## src/ncps_pkg.sv

```systemverilog
/*
  Shared constants for the cached page program host controller: register map,
  control and status bit positions, NAND command bytes, pin timing and state codes.
  Assumes a 125 MHz hclk and one NAND die on the strobed bus.
*/
package ncps_pkg;

  // ==========================================================
  // Register map (byte offsets on AHB-Lite)
  localparam logic [7:0] REG_CTRL = 8'h00;
  localparam logic [7:0] REG_COL = 8'h04;
  localparam logic [7:0] REG_ROW_A = 8'h08;
  localparam logic [7:0] REG_ROW_B = 8'h0c;
  localparam logic [7:0] REG_DATA = 8'h10;
  localparam logic [7:0] REG_STATUS = 8'h14;

  // ==========================================================
  // Control register bits (write, self clearing)
  localparam int CTRL_FIRST = 0;
  localparam int CTRL_SECOND = 1;
  localparam int CTRL_CACHE = 2;
  localparam int CTRL_LAST = 3;
  localparam int CTRL_STATUS = 4;
  localparam int CTRL_MULTI = 5;
  localparam int CTRL_ERR_CLR = 7;

  // ==========================================================
  // Status register fields
  localparam int ST_BUSY = 8;
  localparam int ST_ERR = 9;
  localparam int ST_ACTIVE = 10;
  localparam int ST_MULTI = 11;
  localparam int ST_RB = 12;
  localparam int ST_CUR_VALID = 13;
  localparam int ST_PREV_VALID = 14;
  localparam int ST_SECOND = 15;
  localparam int ST_PAGES_LSB = 16;

  // Status byte bits from the die
  localparam int SB_PB_READY = 5;
  localparam int SB_DC_READY = 6;

  // ==========================================================
  // Address layout
  localparam int COL_W = 16;
  localparam int ROW_W = 17;
  localparam int PAGE_W = 6;
  localparam int BLOCK_W = 11;
  localparam int DISTRICT_BIT = 6;
  localparam logic [2:0] ADDR_LAST_IDX = 3'd4;
  localparam logic [5:0] LAST_PAGE_IDX = 6'd63;

  // ==========================================================
  // Command bytes
  localparam logic [7:0] CMD_DATA_IN = 8'h80;
  localparam logic [7:0] CMD_DATA_IN_2ND = 8'h81;
  localparam logic [7:0] CMD_PLANE_GAP = 8'h11;
  localparam logic [7:0] CMD_CACHE_PROG = 8'h15;
  localparam logic [7:0] CMD_PROG = 8'h10;
  localparam logic [7:0] CMD_STATUS = 8'h70;
  localparam logic [7:0] CMD_STATUS_MULTI = 8'h71;

  // ==========================================================
  // Pin timing
  localparam int CLK_PERIOD_NS = 8;
  localparam int STROBE_NS = 25;
  localparam int HOLD_NS = 15;
  localparam int WB_NS = 100;
  localparam logic [3:0] STROBE_CYC = 4'((STROBE_NS + CLK_PERIOD_NS - 1) / CLK_PERIOD_NS);
  localparam logic [3:0] HOLD_CYC = 4'((HOLD_NS + CLK_PERIOD_NS - 1) / CLK_PERIOD_NS);
  localparam logic [3:0] WB_CYC = 4'((WB_NS + CLK_PERIOD_NS - 1) / CLK_PERIOD_NS);
  localparam logic [3:0] SYNC_CYC = 4'd2;
  localparam int SYNC_W = 9;

  // ==========================================================
  // Types
  typedef enum logic [1:0] {
    CYK_CMD = 2'd0,
    CYK_ADDR = 2'd1,
    CYK_DWR = 2'd2,
    CYK_RD = 2'd3
  } ncps_cyc_kind_t;

  typedef enum logic [3:0] {
    CY_IDLE = 4'b0001,
    CY_SETUP = 4'b0010,
    CY_LOW = 4'b0100,
    CY_HOLD = 4'b1000
  } ncps_cyc_state_t;

  typedef enum logic [5:0] {
    S_IDLE = 6'b000001,
    S_CMD = 6'b000010,
    S_ADDR = 6'b000100,
    S_LOAD = 6'b001000,
    S_WAITB = 6'b010000,
    S_SRD = 6'b100000
  } ncps_state_t;

endpackage : ncps_pkg

```

## src/ncps_sync.sv

```systemverilog
/*
  Two flip-flop synchroniser for the NAND data inputs and the ready/busy pin.
  Assumes the inputs are asynchronous to hclk; only the second stage is read.
*/
`timescale 1ns/10ps
`default_nettype none
module ncps_sync (
  // Clock and reset
  input wire logic hclk,
  input wire logic hresetn,
  // Pins in, synchronised out
  input wire logic [ncps_pkg::SYNC_W-1:0] async_in,
  output logic [ncps_pkg::SYNC_W-1:0] sync_out
);

  logic [ncps_pkg::SYNC_W-1:0] stage1_reg;

  always_ff @(posedge hclk or negedge hresetn) begin
    if (!hresetn) begin
      stage1_reg <= '0;
      sync_out <= '0;
    end else begin
      stage1_reg <= async_in;
      sync_out <= stage1_reg;
    end
  end

endmodule : ncps_sync
`default_nettype wire

```

## src/ncps_pin_cycle.sv

```systemverilog
/*
  One strobed bus cycle: command, address or data write on we_n, or data read on re_n.
  Assumes start is a one-cycle pulse given only while idle, and rd_data is already synchronised.
*/
`timescale 1ns/10ps
`default_nettype none
module ncps_pin_cycle (
  // Clock and reset
  input wire logic hclk,
  input wire logic hresetn,
  // Request
  input wire logic start,
  input wire ncps_pkg::ncps_cyc_kind_t kind,
  input wire logic [7:0] wbyte,
  output logic done,
  output logic [7:0] rbyte,
  // Synchronised data pins
  input wire logic [7:0] rd_data,
  // Strobed bus pins
  output logic cle,
  output logic ale,
  output logic we_n,
  output logic re_n,
  output logic [7:0] io_out,
  output logic io_oe_n
);

  ncps_pkg::ncps_cyc_state_t state_reg;
  logic [3:0] cnt_reg;
  logic rd_reg;

  always_ff @(posedge hclk or negedge hresetn) begin
    if (!hresetn) begin
      state_reg <= ncps_pkg::CY_IDLE;
      cnt_reg <= 4'h0;
      rd_reg <= 1'b0;
      done <= 1'b0;
      rbyte <= 8'h00;
      cle <= 1'b0;
      ale <= 1'b0;
      we_n <= 1'b1;
      re_n <= 1'b1;
      io_out <= 8'h00;
      io_oe_n <= 1'b1;
    end else begin
      done <= 1'b0;
      case (state_reg)
        ncps_pkg::CY_IDLE: begin
          if (start) begin
            rd_reg <= (kind == ncps_pkg::CYK_RD);
            io_out <= wbyte;
            cle <= (kind == ncps_pkg::CYK_CMD);
            ale <= (kind == ncps_pkg::CYK_ADDR);
            io_oe_n <= (kind == ncps_pkg::CYK_RD);
            state_reg <= ncps_pkg::CY_SETUP;
          end
        end
        ncps_pkg::CY_SETUP: begin
          // Read strobe stretched to cover the input synchroniser delay
          we_n <= rd_reg;
          re_n <= ~rd_reg;
          cnt_reg <= rd_reg ? (ncps_pkg::STROBE_CYC + ncps_pkg::SYNC_CYC - 4'h1) : (ncps_pkg::STROBE_CYC - 4'h1);
          state_reg <= ncps_pkg::CY_LOW;
        end
        ncps_pkg::CY_LOW: begin
          if (cnt_reg == 4'h0) begin
            we_n <= 1'b1;
            re_n <= 1'b1;
            if (rd_reg) begin
              rbyte <= rd_data;
            end
            cnt_reg <= ncps_pkg::HOLD_CYC - 4'h1;
            state_reg <= ncps_pkg::CY_HOLD;
          end else begin
            cnt_reg <= cnt_reg - 4'h1;
          end
        end
        ncps_pkg::CY_HOLD: begin
          if (cnt_reg == 4'h0) begin
            cle <= 1'b0;
            ale <= 1'b0;
            io_oe_n <= 1'b1;
            done <= 1'b1;
            state_reg <= ncps_pkg::CY_IDLE;
          end else begin
            cnt_reg <= cnt_reg - 4'h1;
          end
        end
        default: begin
          state_reg <= ncps_pkg::CY_IDLE;
        end
      endcase
    end
  end

endmodule : ncps_pin_cycle
`default_nettype wire

```

## src/ncps_host.sv

```systemverilog
/*
  Host controller for cached page programming on a NAND die: single plane 15h/10h,
  two-district 80h/11h/81h cached programming and the 70h/71h status reads.
  Software reaches it over AHB-Lite; the die is driven on its strobed pins.
  Assumes one die with its own ready/busy pin and a 125 MHz hclk.
*/
`timescale 1ns/10ps
`default_nettype none
module ncps_host (
  // Clock and reset
  input wire logic hclk,
  input wire logic hresetn,
  // AHB-Lite slave
  input wire logic hsel,
  input wire logic [31:0] haddr,
  input wire logic [1:0] htrans,
  input wire logic hwrite,
  input wire logic [2:0] hsize,
  input wire logic [31:0] hwdata,
  input wire logic hready,
  output logic hreadyout,
  output logic hresp,
  output logic [31:0] hrdata,
  // NAND strobed bus
  output logic ce_n,
  output logic cle,
  output logic ale,
  output logic we_n,
  output logic re_n,
  output logic wp_n,
  output logic [7:0] io_out,
  output logic io_oe_n,
  input wire logic [7:0] io_in,
  input wire logic ready_busy_pin
);

  // ==========================================================
  // Declarations
  ncps_pkg::ncps_state_t st_reg;
  ncps_pkg::ncps_state_t st_next;
  logic dp_wr_reg;
  logic [7:0] dp_addr_reg;
  logic [ncps_pkg::COL_W-1:0] col_reg;
  logic [ncps_pkg::ROW_W-1:0] row_a_reg;
  logic [ncps_pkg::ROW_W-1:0] row_b_reg;
  logic [7:0] cmd_reg;
  logic [7:0] cmd_next;
  logic [2:0] addr_idx_reg;
  logic [3:0] wait_reg;
  logic [5:0] pages_reg;
  logic [ncps_pkg::BLOCK_W-1:0] block_reg;
  logic multi_reg;
  logic active_reg;
  logic second_reg;
  logic use_b_reg;
  logic issued_reg;
  logic err_reg;
  logic [7:0] status_reg;
  logic ce_n_reg;
  logic [ncps_pkg::SYNC_W-1:0] pins_sync;
  logic cyc_done;
  logic [7:0] cyc_rbyte;
  ncps_pkg::ncps_cyc_kind_t cyc_kind;
  logic [7:0] cyc_wbyte;

  // ==========================================================
  // Input synchroniser and cycle engine
  ncps_sync u_sync (
    .hclk(hclk),
    .hresetn(hresetn),
    .async_in({ready_busy_pin, io_in}),
    .sync_out(pins_sync)
  );

  wire rb_ready = pins_sync[8];
  wire st_idle = (st_reg == ncps_pkg::S_IDLE);
  wire st_load = (st_reg == ncps_pkg::S_LOAD);
  wire st_cmd = (st_reg == ncps_pkg::S_CMD);
  wire st_addr = (st_reg == ncps_pkg::S_ADDR);
  wire st_srd = (st_reg == ncps_pkg::S_SRD);
  wire st_waitb = (st_reg == ncps_pkg::S_WAITB);

  // ==========================================================
  // AHB-Lite address and data phase decode
  wire ap_take = hsel & hready & htrans[1];
  wire dp_ctrl = dp_wr_reg & (dp_addr_reg == ncps_pkg::REG_CTRL);
  wire dp_data = dp_wr_reg & (dp_addr_reg == ncps_pkg::REG_DATA);
  wire data_wait = dp_data & st_load;
  // Data writes in S_LOAD stall the bus until the byte's pin cycle is done: no buffer needed
  assign hreadyout = ~data_wait | cyc_done;
  assign hresp = 1'b0;
  wire reg_wr_ok = st_idle | st_load;
  wire wr_col = dp_wr_reg & (dp_addr_reg == ncps_pkg::REG_COL) & reg_wr_ok;
  wire wr_row_a = dp_wr_reg & (dp_addr_reg == ncps_pkg::REG_ROW_A) & reg_wr_ok;
  wire wr_row_b = dp_wr_reg & (dp_addr_reg == ncps_pkg::REG_ROW_B) & reg_wr_ok;
  wire wr_addr_late = dp_wr_reg & ~reg_wr_ok & ((dp_addr_reg == ncps_pkg::REG_COL) |
                      (dp_addr_reg == ncps_pkg::REG_ROW_A) | (dp_addr_reg == ncps_pkg::REG_ROW_B));

  // ==========================================================
  // Order acceptance checks
  wire op_first = dp_ctrl & hwdata[ncps_pkg::CTRL_FIRST];
  wire op_second = dp_ctrl & hwdata[ncps_pkg::CTRL_SECOND];
  wire op_cache = dp_ctrl & hwdata[ncps_pkg::CTRL_CACHE];
  wire op_last = dp_ctrl & hwdata[ncps_pkg::CTRL_LAST];
  wire op_status = dp_ctrl & hwdata[ncps_pkg::CTRL_STATUS];
  wire [ncps_pkg::BLOCK_W-1:0] blk_a = row_a_reg[ncps_pkg::ROW_W-1:ncps_pkg::PAGE_W];
  wire same_block = ~active_reg | (blk_a == block_reg);
  wire other_district = row_a_reg[ncps_pkg::DISTRICT_BIT] != row_b_reg[ncps_pkg::DISTRICT_BIT];
  wire same_page = row_a_reg[ncps_pkg::PAGE_W-1:0] == row_b_reg[ncps_pkg::PAGE_W-1:0];
  wire pair_done = ~multi_reg | second_reg;
  wire room_left = ~multi_reg | (pages_reg != ncps_pkg::LAST_PAGE_IDX);
  wire acc_last = op_last & st_load & pair_done;
  wire acc_cache = ~op_last & op_cache & st_load & pair_done & room_left;
  wire acc_second = ~op_last & ~op_cache & op_second & st_load & multi_reg & ~second_reg &
                    other_district & same_page;
  wire acc_first = ~op_last & ~op_cache & ~op_second & op_first & st_idle & same_block;
  wire acc_status = ~op_last & ~op_cache & ~op_second & ~op_first & op_status & st_idle;
  wire any_op = op_first | op_second | op_cache | op_last | op_status;
  wire any_acc = acc_first | acc_second | acc_cache | acc_last | acc_status;
  wire refuse = (dp_ctrl & any_op & ~any_acc) | (dp_data & ~st_load) | wr_addr_late;
  wire [7:0] stat_cmd = multi_reg ? ncps_pkg::CMD_STATUS_MULTI : ncps_pkg::CMD_STATUS;

  // ==========================================================
  // Cycle engine request
  wire [ncps_pkg::ROW_W-1:0] row_sel = use_b_reg ? row_b_reg : row_a_reg;
  wire [39:0] addr_all = {7'h00, row_sel, col_reg};
  wire [7:0] addr_byte = addr_all[{addr_idx_reg, 3'b000} +: 8];
  wire need_cycle = st_cmd | st_addr | st_srd | data_wait;
  wire cyc_start = need_cycle & ~issued_reg;
  assign cyc_kind = st_load ? ncps_pkg::CYK_DWR : st_addr ? ncps_pkg::CYK_ADDR :
                    st_srd ? ncps_pkg::CYK_RD : ncps_pkg::CYK_CMD;
  // Data cycles overlap programming of the previous page
  assign cyc_wbyte = st_load ? hwdata[7:0] : st_addr ? addr_byte : cmd_reg;

  ncps_pin_cycle u_cycle (
    .hclk(hclk),
    .hresetn(hresetn),
    .start(cyc_start),
    .kind(cyc_kind),
    .wbyte(cyc_wbyte),
    .done(cyc_done),
    .rbyte(cyc_rbyte),
    .rd_data(pins_sync[7:0]),
    .cle(cle),
    .ale(ale),
    .we_n(we_n),
    .re_n(re_n),
    .io_out(io_out),
    .io_oe_n(io_oe_n)
  );

  // ==========================================================
  // Sequencer next state
  wire cmd_goes_addr = (cmd_reg == ncps_pkg::CMD_DATA_IN) | (cmd_reg == ncps_pkg::CMD_DATA_IN_2ND);
  wire cmd_goes_wait = (cmd_reg == ncps_pkg::CMD_PLANE_GAP) | (cmd_reg == ncps_pkg::CMD_CACHE_PROG) |
                       (cmd_reg == ncps_pkg::CMD_PROG);
  wire wait_over = st_waitb & (wait_reg == 4'h0) & rb_ready;

  always_comb begin
    st_next = st_reg;
    cmd_next = cmd_reg;
    case (st_reg)
      ncps_pkg::S_IDLE: begin
        if (acc_first) begin
          st_next = ncps_pkg::S_CMD;
          cmd_next = ncps_pkg::CMD_DATA_IN;
        end else if (acc_status) begin
          st_next = ncps_pkg::S_CMD;
          cmd_next = stat_cmd;
        end
      end
      ncps_pkg::S_LOAD: begin
        if (acc_last) begin
          st_next = ncps_pkg::S_CMD;
          cmd_next = ncps_pkg::CMD_PROG;
        end else if (acc_cache) begin
          st_next = ncps_pkg::S_CMD;
          cmd_next = ncps_pkg::CMD_CACHE_PROG;
        end else if (acc_second) begin
          st_next = ncps_pkg::S_CMD;
          cmd_next = ncps_pkg::CMD_PLANE_GAP;
        end
      end
      ncps_pkg::S_CMD: begin
        if (cyc_done) begin
          st_next = cmd_goes_addr ? ncps_pkg::S_ADDR : cmd_goes_wait ? ncps_pkg::S_WAITB : ncps_pkg::S_SRD;
        end
      end
      ncps_pkg::S_ADDR: begin
        if (cyc_done && addr_idx_reg == ncps_pkg::ADDR_LAST_IDX) begin
          st_next = ncps_pkg::S_LOAD;
        end
      end
      ncps_pkg::S_WAITB: begin
        // Busy length varies with cache state and final page; only the pin tells
        if (wait_over) begin
          st_next = ncps_pkg::S_CMD;
          // Straight from 11h to 81h with nothing else between
          cmd_next = (cmd_reg == ncps_pkg::CMD_PLANE_GAP) ? ncps_pkg::CMD_DATA_IN_2ND : stat_cmd;
        end
      end
      ncps_pkg::S_SRD: begin
        if (cyc_done) begin
          st_next = ncps_pkg::S_IDLE;
        end
      end
      default: begin
        st_next = ncps_pkg::S_IDLE;
      end
    endcase
  end

  // ==========================================================
  // Sequencer state
  always_ff @(posedge hclk or negedge hresetn) begin
    if (!hresetn) begin
      st_reg <= ncps_pkg::S_IDLE;
      cmd_reg <= 8'h00;
      ce_n_reg <= 1'b1;
      issued_reg <= 1'b0;
    end else begin
      st_reg <= st_next;
      cmd_reg <= cmd_next;
      ce_n_reg <= (st_next == ncps_pkg::S_IDLE);
      issued_reg <= cyc_start | (issued_reg & ~cyc_done);
    end
  end

  always_ff @(posedge hclk or negedge hresetn) begin
    if (!hresetn) begin
      addr_idx_reg <= 3'd0;
      wait_reg <= 4'h0;
    end else begin
      if (st_cmd && cyc_done) begin
        addr_idx_reg <= 3'd0;
        wait_reg <= ncps_pkg::WB_CYC - 4'h1;
      end else if (st_addr && cyc_done) begin
        addr_idx_reg <= addr_idx_reg + 3'd1;
      end else if (st_waitb && wait_reg != 4'h0) begin
        wait_reg <= wait_reg - 4'h1;
      end
    end
  end

  // ==========================================================
  // Sequence tracking
  always_ff @(posedge hclk or negedge hresetn) begin
    if (!hresetn) begin
      multi_reg <= 1'b0;
      active_reg <= 1'b0;
      second_reg <= 1'b0;
      use_b_reg <= 1'b0;
      pages_reg <= 6'd0;
      block_reg <= '0;
    end else begin
      if (acc_first) begin
        multi_reg <= active_reg ? multi_reg : hwdata[ncps_pkg::CTRL_MULTI];
        active_reg <= 1'b1;
        block_reg <= blk_a;
        second_reg <= 1'b0;
        use_b_reg <= 1'b0;
      end else if (acc_second) begin
        second_reg <= 1'b1;
        use_b_reg <= 1'b1;
      end else if (acc_cache) begin
        pages_reg <= pages_reg + 6'd1;
      end else if (acc_last) begin
        active_reg <= 1'b0;
        pages_reg <= 6'd0;
      end
    end
  end

  // ==========================================================
  // Software registers
  always_ff @(posedge hclk or negedge hresetn) begin
    if (!hresetn) begin
      col_reg <= '0;
      row_a_reg <= '0;
      row_b_reg <= '0;
    end else begin
      if (wr_col) begin
        col_reg <= hwdata[ncps_pkg::COL_W-1:0];
      end
      if (wr_row_a) begin
        row_a_reg <= hwdata[ncps_pkg::ROW_W-1:0];
      end
      if (wr_row_b) begin
        row_b_reg <= hwdata[ncps_pkg::ROW_W-1:0];
      end
    end
  end

  // Sticky refusal flag; a new refusal wins over a clear in the same cycle
  always_ff @(posedge hclk or negedge hresetn) begin
    if (!hresetn) begin
      err_reg <= 1'b0;
    end else begin
      err_reg <= refuse | (err_reg & ~(dp_ctrl & hwdata[ncps_pkg::CTRL_ERR_CLR]));
    end
  end

  // Status byte captured as read; its meaning depends on 70h or 71h
  always_ff @(posedge hclk or negedge hresetn) begin
    if (!hresetn) begin
      status_reg <= 8'h00;
    end else if (st_srd && cyc_done) begin
      status_reg <= cyc_rbyte;
    end
  end

  // ==========================================================
  // Read path and bus phase registers
  wire cur_valid = status_reg[ncps_pkg::SB_PB_READY];
  wire prev_valid = status_reg[ncps_pkg::SB_DC_READY];
  wire [31:0] status_word = {10'h000, pages_reg, second_reg, prev_valid, cur_valid, rb_ready,
                             multi_reg, active_reg, err_reg, ~(st_idle | st_load), status_reg};
  wire [7:0] rd_off = haddr[7:0];
  wire [31:0] rd_mux = (rd_off == ncps_pkg::REG_COL) ? {16'h0000, col_reg} :
                       (rd_off == ncps_pkg::REG_ROW_A) ? {15'h0000, row_a_reg} :
                       (rd_off == ncps_pkg::REG_ROW_B) ? {15'h0000, row_b_reg} :
                       (rd_off == ncps_pkg::REG_STATUS) ? status_word : 32'h00000000;

  always_ff @(posedge hclk or negedge hresetn) begin
    if (!hresetn) begin
      dp_wr_reg <= 1'b0;
      dp_addr_reg <= 8'h00;
      hrdata <= 32'h00000000;
    end else if (hready) begin
      dp_wr_reg <= ap_take & hwrite;
      dp_addr_reg <= haddr[7:0];
      if (ap_take && !hwrite) begin
        hrdata <= rd_mux;
      end
    end
  end

  assign ce_n = ce_n_reg;
  assign wp_n = 1'b1;

endmodule : ncps_host
`default_nettype wire

```

## config.mk

```make
export PLATFORM = sky130hd
export DESIGN_NAME = ncps_host
export DESIGN_NICKNAME = d
export VERILOG_FILES = /design/src/ncps_pkg.sv /design/src/ncps_sync.sv /design/src/ncps_pin_cycle.sv /design/src/ncps_host.sv
export SDC_FILE = /design/constraint.sdc
export NUM_CORES = 1
export LEC_CHECK = 0
export BUFFER_PORTS_ARGS = -buffer_cell sky130_fd_sc_hd__buf_2
export CORE_AREA = 5 5 132 134
export DETAILED_ROUTE_END_ITERATION = 8
export DIE_AREA = 0 0 137 139
export GPL_TIMING_DRIVEN = 0
export PLACE_DENSITY = 0.73
export SYNTH_ARGS = -nofsm -noshare
export SYNTH_HDL_FRONTEND = slang
export SYNTH_SLANG_ARGS = --single-unit
```

## constraint.sdc

```tcl
create_clock -name hclk -period 3.4 [get_ports hclk]
set_input_delay 0.34 -clock hclk [delete_from_list [all_inputs] [get_ports hclk]]
set_output_delay 0.34 -clock hclk [all_outputs]
set_load 0.05 [all_outputs]
```

# == Word-level counts from Yosys, hierarchy flattened ==
# Cells that the tools add are included.
# totals
n_memories,0
input_bits,83
word_cells,265
latch_bits,0
ff_bits,192
mem_bits_ro,0
ram_bits,0
out_inout_bits,49
# op_classes
n_lt_le_gt_ge,0
bitwise_logic,90
muxes,64
n_mul,0
addsub,4
shifts,1
div,0
reduce_logical,33
eq_ne,41
# ops
cell,count
$mux W22,4
$mux W6,13
$mux W8,9
$and A1 B1 Y1,48
$eq A8 B5 Y1 const B,5
$shiftx A40 B7 Y8,1
$pmux W6 S6,1
$eq A8 B4 Y1 const B,4
$mux W4,8
$or A1 B1 Y1,25
$pmux W8 S3,1
$mux W17,1
$not A1 Y1,17
$eq A8 B3 Y1 const B,2
$eq A8 B8 Y1 const B,2
$pmux W4 S4,1
$reduce_and A3 Y1,5
$mux W1,14
$reduce_bool A2 Y1,7
$eq A6 B1 Y1 const B,2
$pmux W4 S3,1
$reduce_and A2 Y1,6
$eq A11 B11 Y1,1
$ne A2 B1 Y1 const B,5
32 further kinds,50

# == Depth between registers and ports, before layout ==
# logic_depth
word_depth,20
ltp_mapped,9
depth_no_buf,8

# == Hierarchy ==
# A second synthesis with hierarchy kept.
# unflattened
cells_unflattened,756
hier_area_um2,8693.3
# modules_own_cells
module,n_inst,area_each_um2,cells_per_inst,seq_area_each_um2
ncps_host,1,6886.6,631,3255.6
ncps_pin_cycle,1,1356.3,107,780.7
ncps_sync,1,450.4,18,450.4

# == Least setup slack after synthesis ==
# OpenSTA, ideal clock, no wires.
# synth_timing
path_kind,register to register
start,register st_reg[0]
end,register row_b_reg[10] in the netlist's numbering
stages_incl_launch_ff,8
n_path_buf,3
setup_ns,0.125
t_required_ns,3.275
arrival_ns,2.412
slack_ns,0.863
synth_period_minus_slack_ns,2.537
cell_sequence,dfstp_2 clkbuf_1 xnor2_1 nor4b_1 and4_1 clkbuf_1 buf_2 mux2_2
# synth_via
elab_chain_cells,3
word_cells_on_any_way,4
cone_classes,eq/ne (2); bitwise (2)
# synth_lines
element,line,source
"start, declared",ncps_host.sv:39,ncps_pkg::ncps_state_t st_reg;
"start signal, assigned",ncps_host.sv:217,st_reg <= ncps_pkg::S_IDLE;
"start signal, assigned",ncps_host.sv:222,st_reg <= st_next;
$eq A6 B1 Y1 or $eq A6 B4 Y1 (tied branches),"ncps_host.sv:76, ncps_host.sv:77",
$or A1 B1 Y1 *,ncps_host.sv:92,wire reg_wr_ok = st_idle | st_load;
$and A1 B1 Y1 *,ncps_host.sv:95,wire wr_row_b = dp_wr_reg & (dp_addr_reg == ncps_pkg::REG_ROW_B) & reg_wr_ok;
"end signal, assigned",ncps_host.sv:289,row_b_reg <= hwdata[ncps_pkg::ROW_W-1:0];
"end, declared",ncps_host.sv:45,logic [ncps_pkg::ROW_W-1:0] row_b_reg;
# Mark *: on every way between the ends. The rest lies on a longest branch, timed or not.
# A chain may end at the register's enable or synchronous reset.

# == Worst setup path in the final report ==
# layout_timing
start,register st_reg[0]
end,register row_a_reg[0] in the netlist's numbering
# layout_via
elab_chain_cells,3
word_cells_on_any_way,4
cone_classes,eq/ne (2); bitwise (2)
# layout_lines
element,line,source
$eq A6 B1 Y1 or $eq A6 B4 Y1 (tied branches),"ncps_host.sv:76, ncps_host.sv:77",
$or A1 B1 Y1 *,ncps_host.sv:92,
$and A1 B1 Y1 *,ncps_host.sv:94,wire wr_row_a = dp_wr_reg & (dp_addr_reg == ncps_pkg::REG_ROW_A) & reg_wr_ok;
"end signal, assigned",ncps_host.sv:286,row_a_reg <= hwdata[ncps_pkg::ROW_W-1:0];
"end, declared",ncps_host.sv:44,logic [ncps_pkg::ROW_W-1:0] row_a_reg;
# Marks and branches as above.

==> flow_summary.yaml <==
sta:
  drv_slew: 0
  finalWorstSetupSlack_ps: 263
  slew_headroom: 0.254
  hold_ws_ps: 8.54
  fin_crit_sh: 0.923
  max_freq_ghz: 0.319
  fin_crit_ps: 3140
  skew_ps: 15.0
  worst_pin_slew_ps: 1120
  fin_tns_setup_ps: 0
  rsz0062_at_grt: "no"
  setup_viol: 0
  hold_viol: 0
yosys:
  netlist_area_um2: 8610
  yosysWarnings: 0
  seq_area_frac_synth: 0.521
  avgSynthCellArea_um2: 11.2
  netlist_instances: 772
  synth_top_area_share: 0.503
  yosys-top-cells-area: "dfrtp_1, mux2_2, o21ai_0"
  synth_top_area_cell: "dfrtp_1"
  synth_flop_cell: "dfrtp_1"
  yosysUniqueCellTypes: 62
  async_flop_share: 1.00
  ys_seq_elements: 179
  synth_edf_count: 0
cts:
  cts_tree: "yes"
  cts_sinks: 179
  path_clk_slew_ps: 80
  cts_buffers: 17
  root_buffer: "clkbuf_16"
  cts.htree.levels: 4
  clockBufferDepth: 2
  clock_latency_ps: 440
critical_path:
  cp_num_cells: 7
  r2r_cells: 7
  reg2reg_from: "st_reg[0]$_DFF_PN1_"
  critPathCaptureType: "flop"
  required_ps: 3720
  worst-path-buf-inv: 3
  crit_arrival_ps: 3460
  crit_top_cell: "clkbuf_1"
  worstPathMaxFanout: 10
  crit_start: "st_reg[0]$_DFF_PN1_"
  cp_slowest_stage_delay_ps: 530
  path_cells: "clkbuf_1 -> xnor2_1 -> nor4b_2 -> and4_1 -> clkbuf_1 -> buf_2 -> mux2_2"
  critPathTopFamily: "buffers and inverters"
  cp_slowest_cell: "nor4b_2"
  crit_type: "reg -> reg"
  start_kind: "flop"
floorplan:
  core_um2: 16200
  die_w_um: 137
  placementRows: 47
  initial_core_util: 0.532
  die_h_um: 139
  pin_count: 132
  design.die.area_um2: 19000
pwr:
  p_seq_frac: 0.488
  clockPowerShare: 0.437
  p_int_w: 0.00336
  combPwrFrac: 0.075
  vdd_drop_max_mv: 0.371
  power.density_nw_per_um2: 463
  switchingPower_w: 0.00129
  p_leak_nw: 4.74
  p_sw_frac: 0.278
grt:
  grtUsageTotal: 0.239
  grt-ovfl-total: 0
  grt_max_degree: 105
  grt_pass1_vias: 6602
  antenna_found_initial: 0
  grt_pass1_wl_mm: 35.3
finish:
  diodes: 0
  register_area_um2: 4490
  fillers: 1323
  multiInputGateArea_um2: 3820
  final_common_cell: "dfrtp_1"
  layout_common_cells: "dfrtp_1, mux2_2, buf_2, nand2_1, o21ai_0"
  fin_nets: 974
  final_cells: 1118
  largest_register_ff_count: 22
  drive_above_1_share: 0.272
  area_delta_synth_final_pct: 16.7
place:
  io_buffers: 74
  dp_hpwl_mm: 15.7
  pre_cts_slack_ps: -2.29
  place_inst: 1077
  place_congestion: 0.879
routing:
  drt-initial-drc-count: 696
  drc_errors: 0
  first_pass_iters: 5
  routed_wirelength_mm: 22.1
  wl_per_cell_um: 19.8
  num_vias: 6540
  ant_nets: 0
  viasPerCell: 5.85
flow_run:
  maxCapViolCount: 0
min_path:
  min-delay-start: "ready_busy_pin"
  hold_path_depth: 1
  holdCritPathClass: "in -> reg"
outcome:
  status: "finished clean"
==> power groups by stage <==
stage	Sequential, W	Clock, W	Combinational (W)
floorplan	0.00229	0	0.000209
global placement	0.00230	0	0.000329
detailed placement	0.00231	0	0.000340
CTS	0.00227	0.00206	0.000350
global route	0.00228	0.00216	0.000384
finish	0.00227	0.00203	0.000347
==> worst reg2reg max path, delay by kind of cell, from the launching register on <==
kind | cells | cell delay [ps]
buffers and inverters | 3 | 1220
AND/OR/NAND/NOR | 2 | 790
flip-flops | 1 | 510
multiplexers | 1 | 370
XOR/XNOR | 1 | 130
==> metrics by stage <==
stage                     total power, W   util  area, um2
after floorplan                  0.00250      -       8650
after global placement           0.00263  0.575       9290
after detailed placement         0.00265  0.577       9330
after CTS                        0.00467  0.621      10000
after global routing             0.00482  0.621      10000
final                            0.00465  0.621      10000
==> synthesized netlist by cell type, types with 3 or more instances <==
| master | number |
|---|---|
| ha_1 | 6 |
| dfstp_2 | 6 |
| and3b_1 | 4 |
| a21o_1 | 3 |
| or3_1 | 4 |
| and4_1 | 3 |
| mux4_2 | 8 |
| a221o_1 | 4 |
| nor3b_1 | 6 |
| a21oi_1 | 35 |
| a22oi_1 | 3 |
| nand2_1 | 64 |
| or4_1 | 4 |
| a222oi_1 | 6 |
| nor2_1 | 37 |
| nor3_1 | 16 |
| buf_4 | 12 |
| o21ai_0 | 63 |
| a2bb2oi_1 | 7 |
| xnor2_1 | 8 |
| o31ai_1 | 5 |
| o22ai_1 | 5 |
| nand3_1 | 12 |
| o211ai_1 | 5 |
| nand4_1 | 9 |
| nor4_1 | 10 |
| and2_1 | 5 |
| dfrtp_1 | 173 |
| mux2_2 | 97 |
| mux2i_1 | 9 |
| inv_1 | 20 |
| o21a_1 | 7 |
| o22a_1 | 5 |
| nand2b_1 | 9 |
| nor2b_1 | 5 |
| clkbuf_1 | 35 |
| nand3b_1 | 6 |
| buf_2 | 6 |
| xor2_1 | 21 |
==> routing by layer <==
layer  share of wire  wire (um)  global-route usage  vias up
met3           0.068       1510              0.0530       50
met1            0.41       9100               0.313     3276
met2            0.49      10900               0.387      227
met5               0          0                   0        -
met4           0.028        613              0.0935        0
li1                -          -                   -     2987
==> cells by family (layout without fill, tap and decap cells) <==
| kind of cell | Yosys count | after routing | share of synthesized area |
|---|---|---|---|
| AO/OA/AOI/OAI | 163 | 163 | 0.120 |
| XOR/XNOR | 29 | 29 | 0.0295 |
| adder cells (fa/ha/maj) | 6 | 6 | 0.00872 |
| buffers and inverters | 77 | 193 | 0.0398 |
| flip-flops | 179 | 179 | 0.521 |
| multiplexers | 114 | 114 | 0.158 |
| other | 2 | 12 | 0.000872 |
| AND/OR/NAND/NOR | 202 | 202 | 0.122 |
==> path summary, 6_finish.rpt <==
kind                                                  endpoint  slack [ps]
worst max-delay path                  row_a_reg[0]$_DFFE_PN0P_         260
worst min-delay path            u_sync.stage1_reg[8]$_DFF_PN0_           9
worst max register to register        row_a_reg[0]$_DFFE_PN0P_         260
worst min register to register    u_sync.sync_out[1]$_DFF_PN0_         350
max in group asynchronous             row_b_reg[2]$_DFFE_PN0P_        2040
min in group asynchronous              u_cycle.ale$_DFFE_PN0P_         450
==> area by class of cell <==
cell class,count,share of cell area
plain buffers,56,0.0263
clock buffers,17,0.0423
clock inverters,15,0.0194
inverters,21,0.00784
multi-input cells,526,0.381
flip-flops and latches,179,0.447
well taps,220,0.0274
repair buffers,84,0.0496
==> what timing repair did <==
| action | 4_1_cts | 5_1_grt |
|---|---|---|
| hold buffers | 9 | 0 |
| hold endpoints to repair | 77 | 0 |
| setup buffers | 0 | 0 |
| gates resized for setup | 1 | 0 |
| setup endpoints to repair | 2 | 0 |
Note: power is estimated with default switching activity, not from simulation.
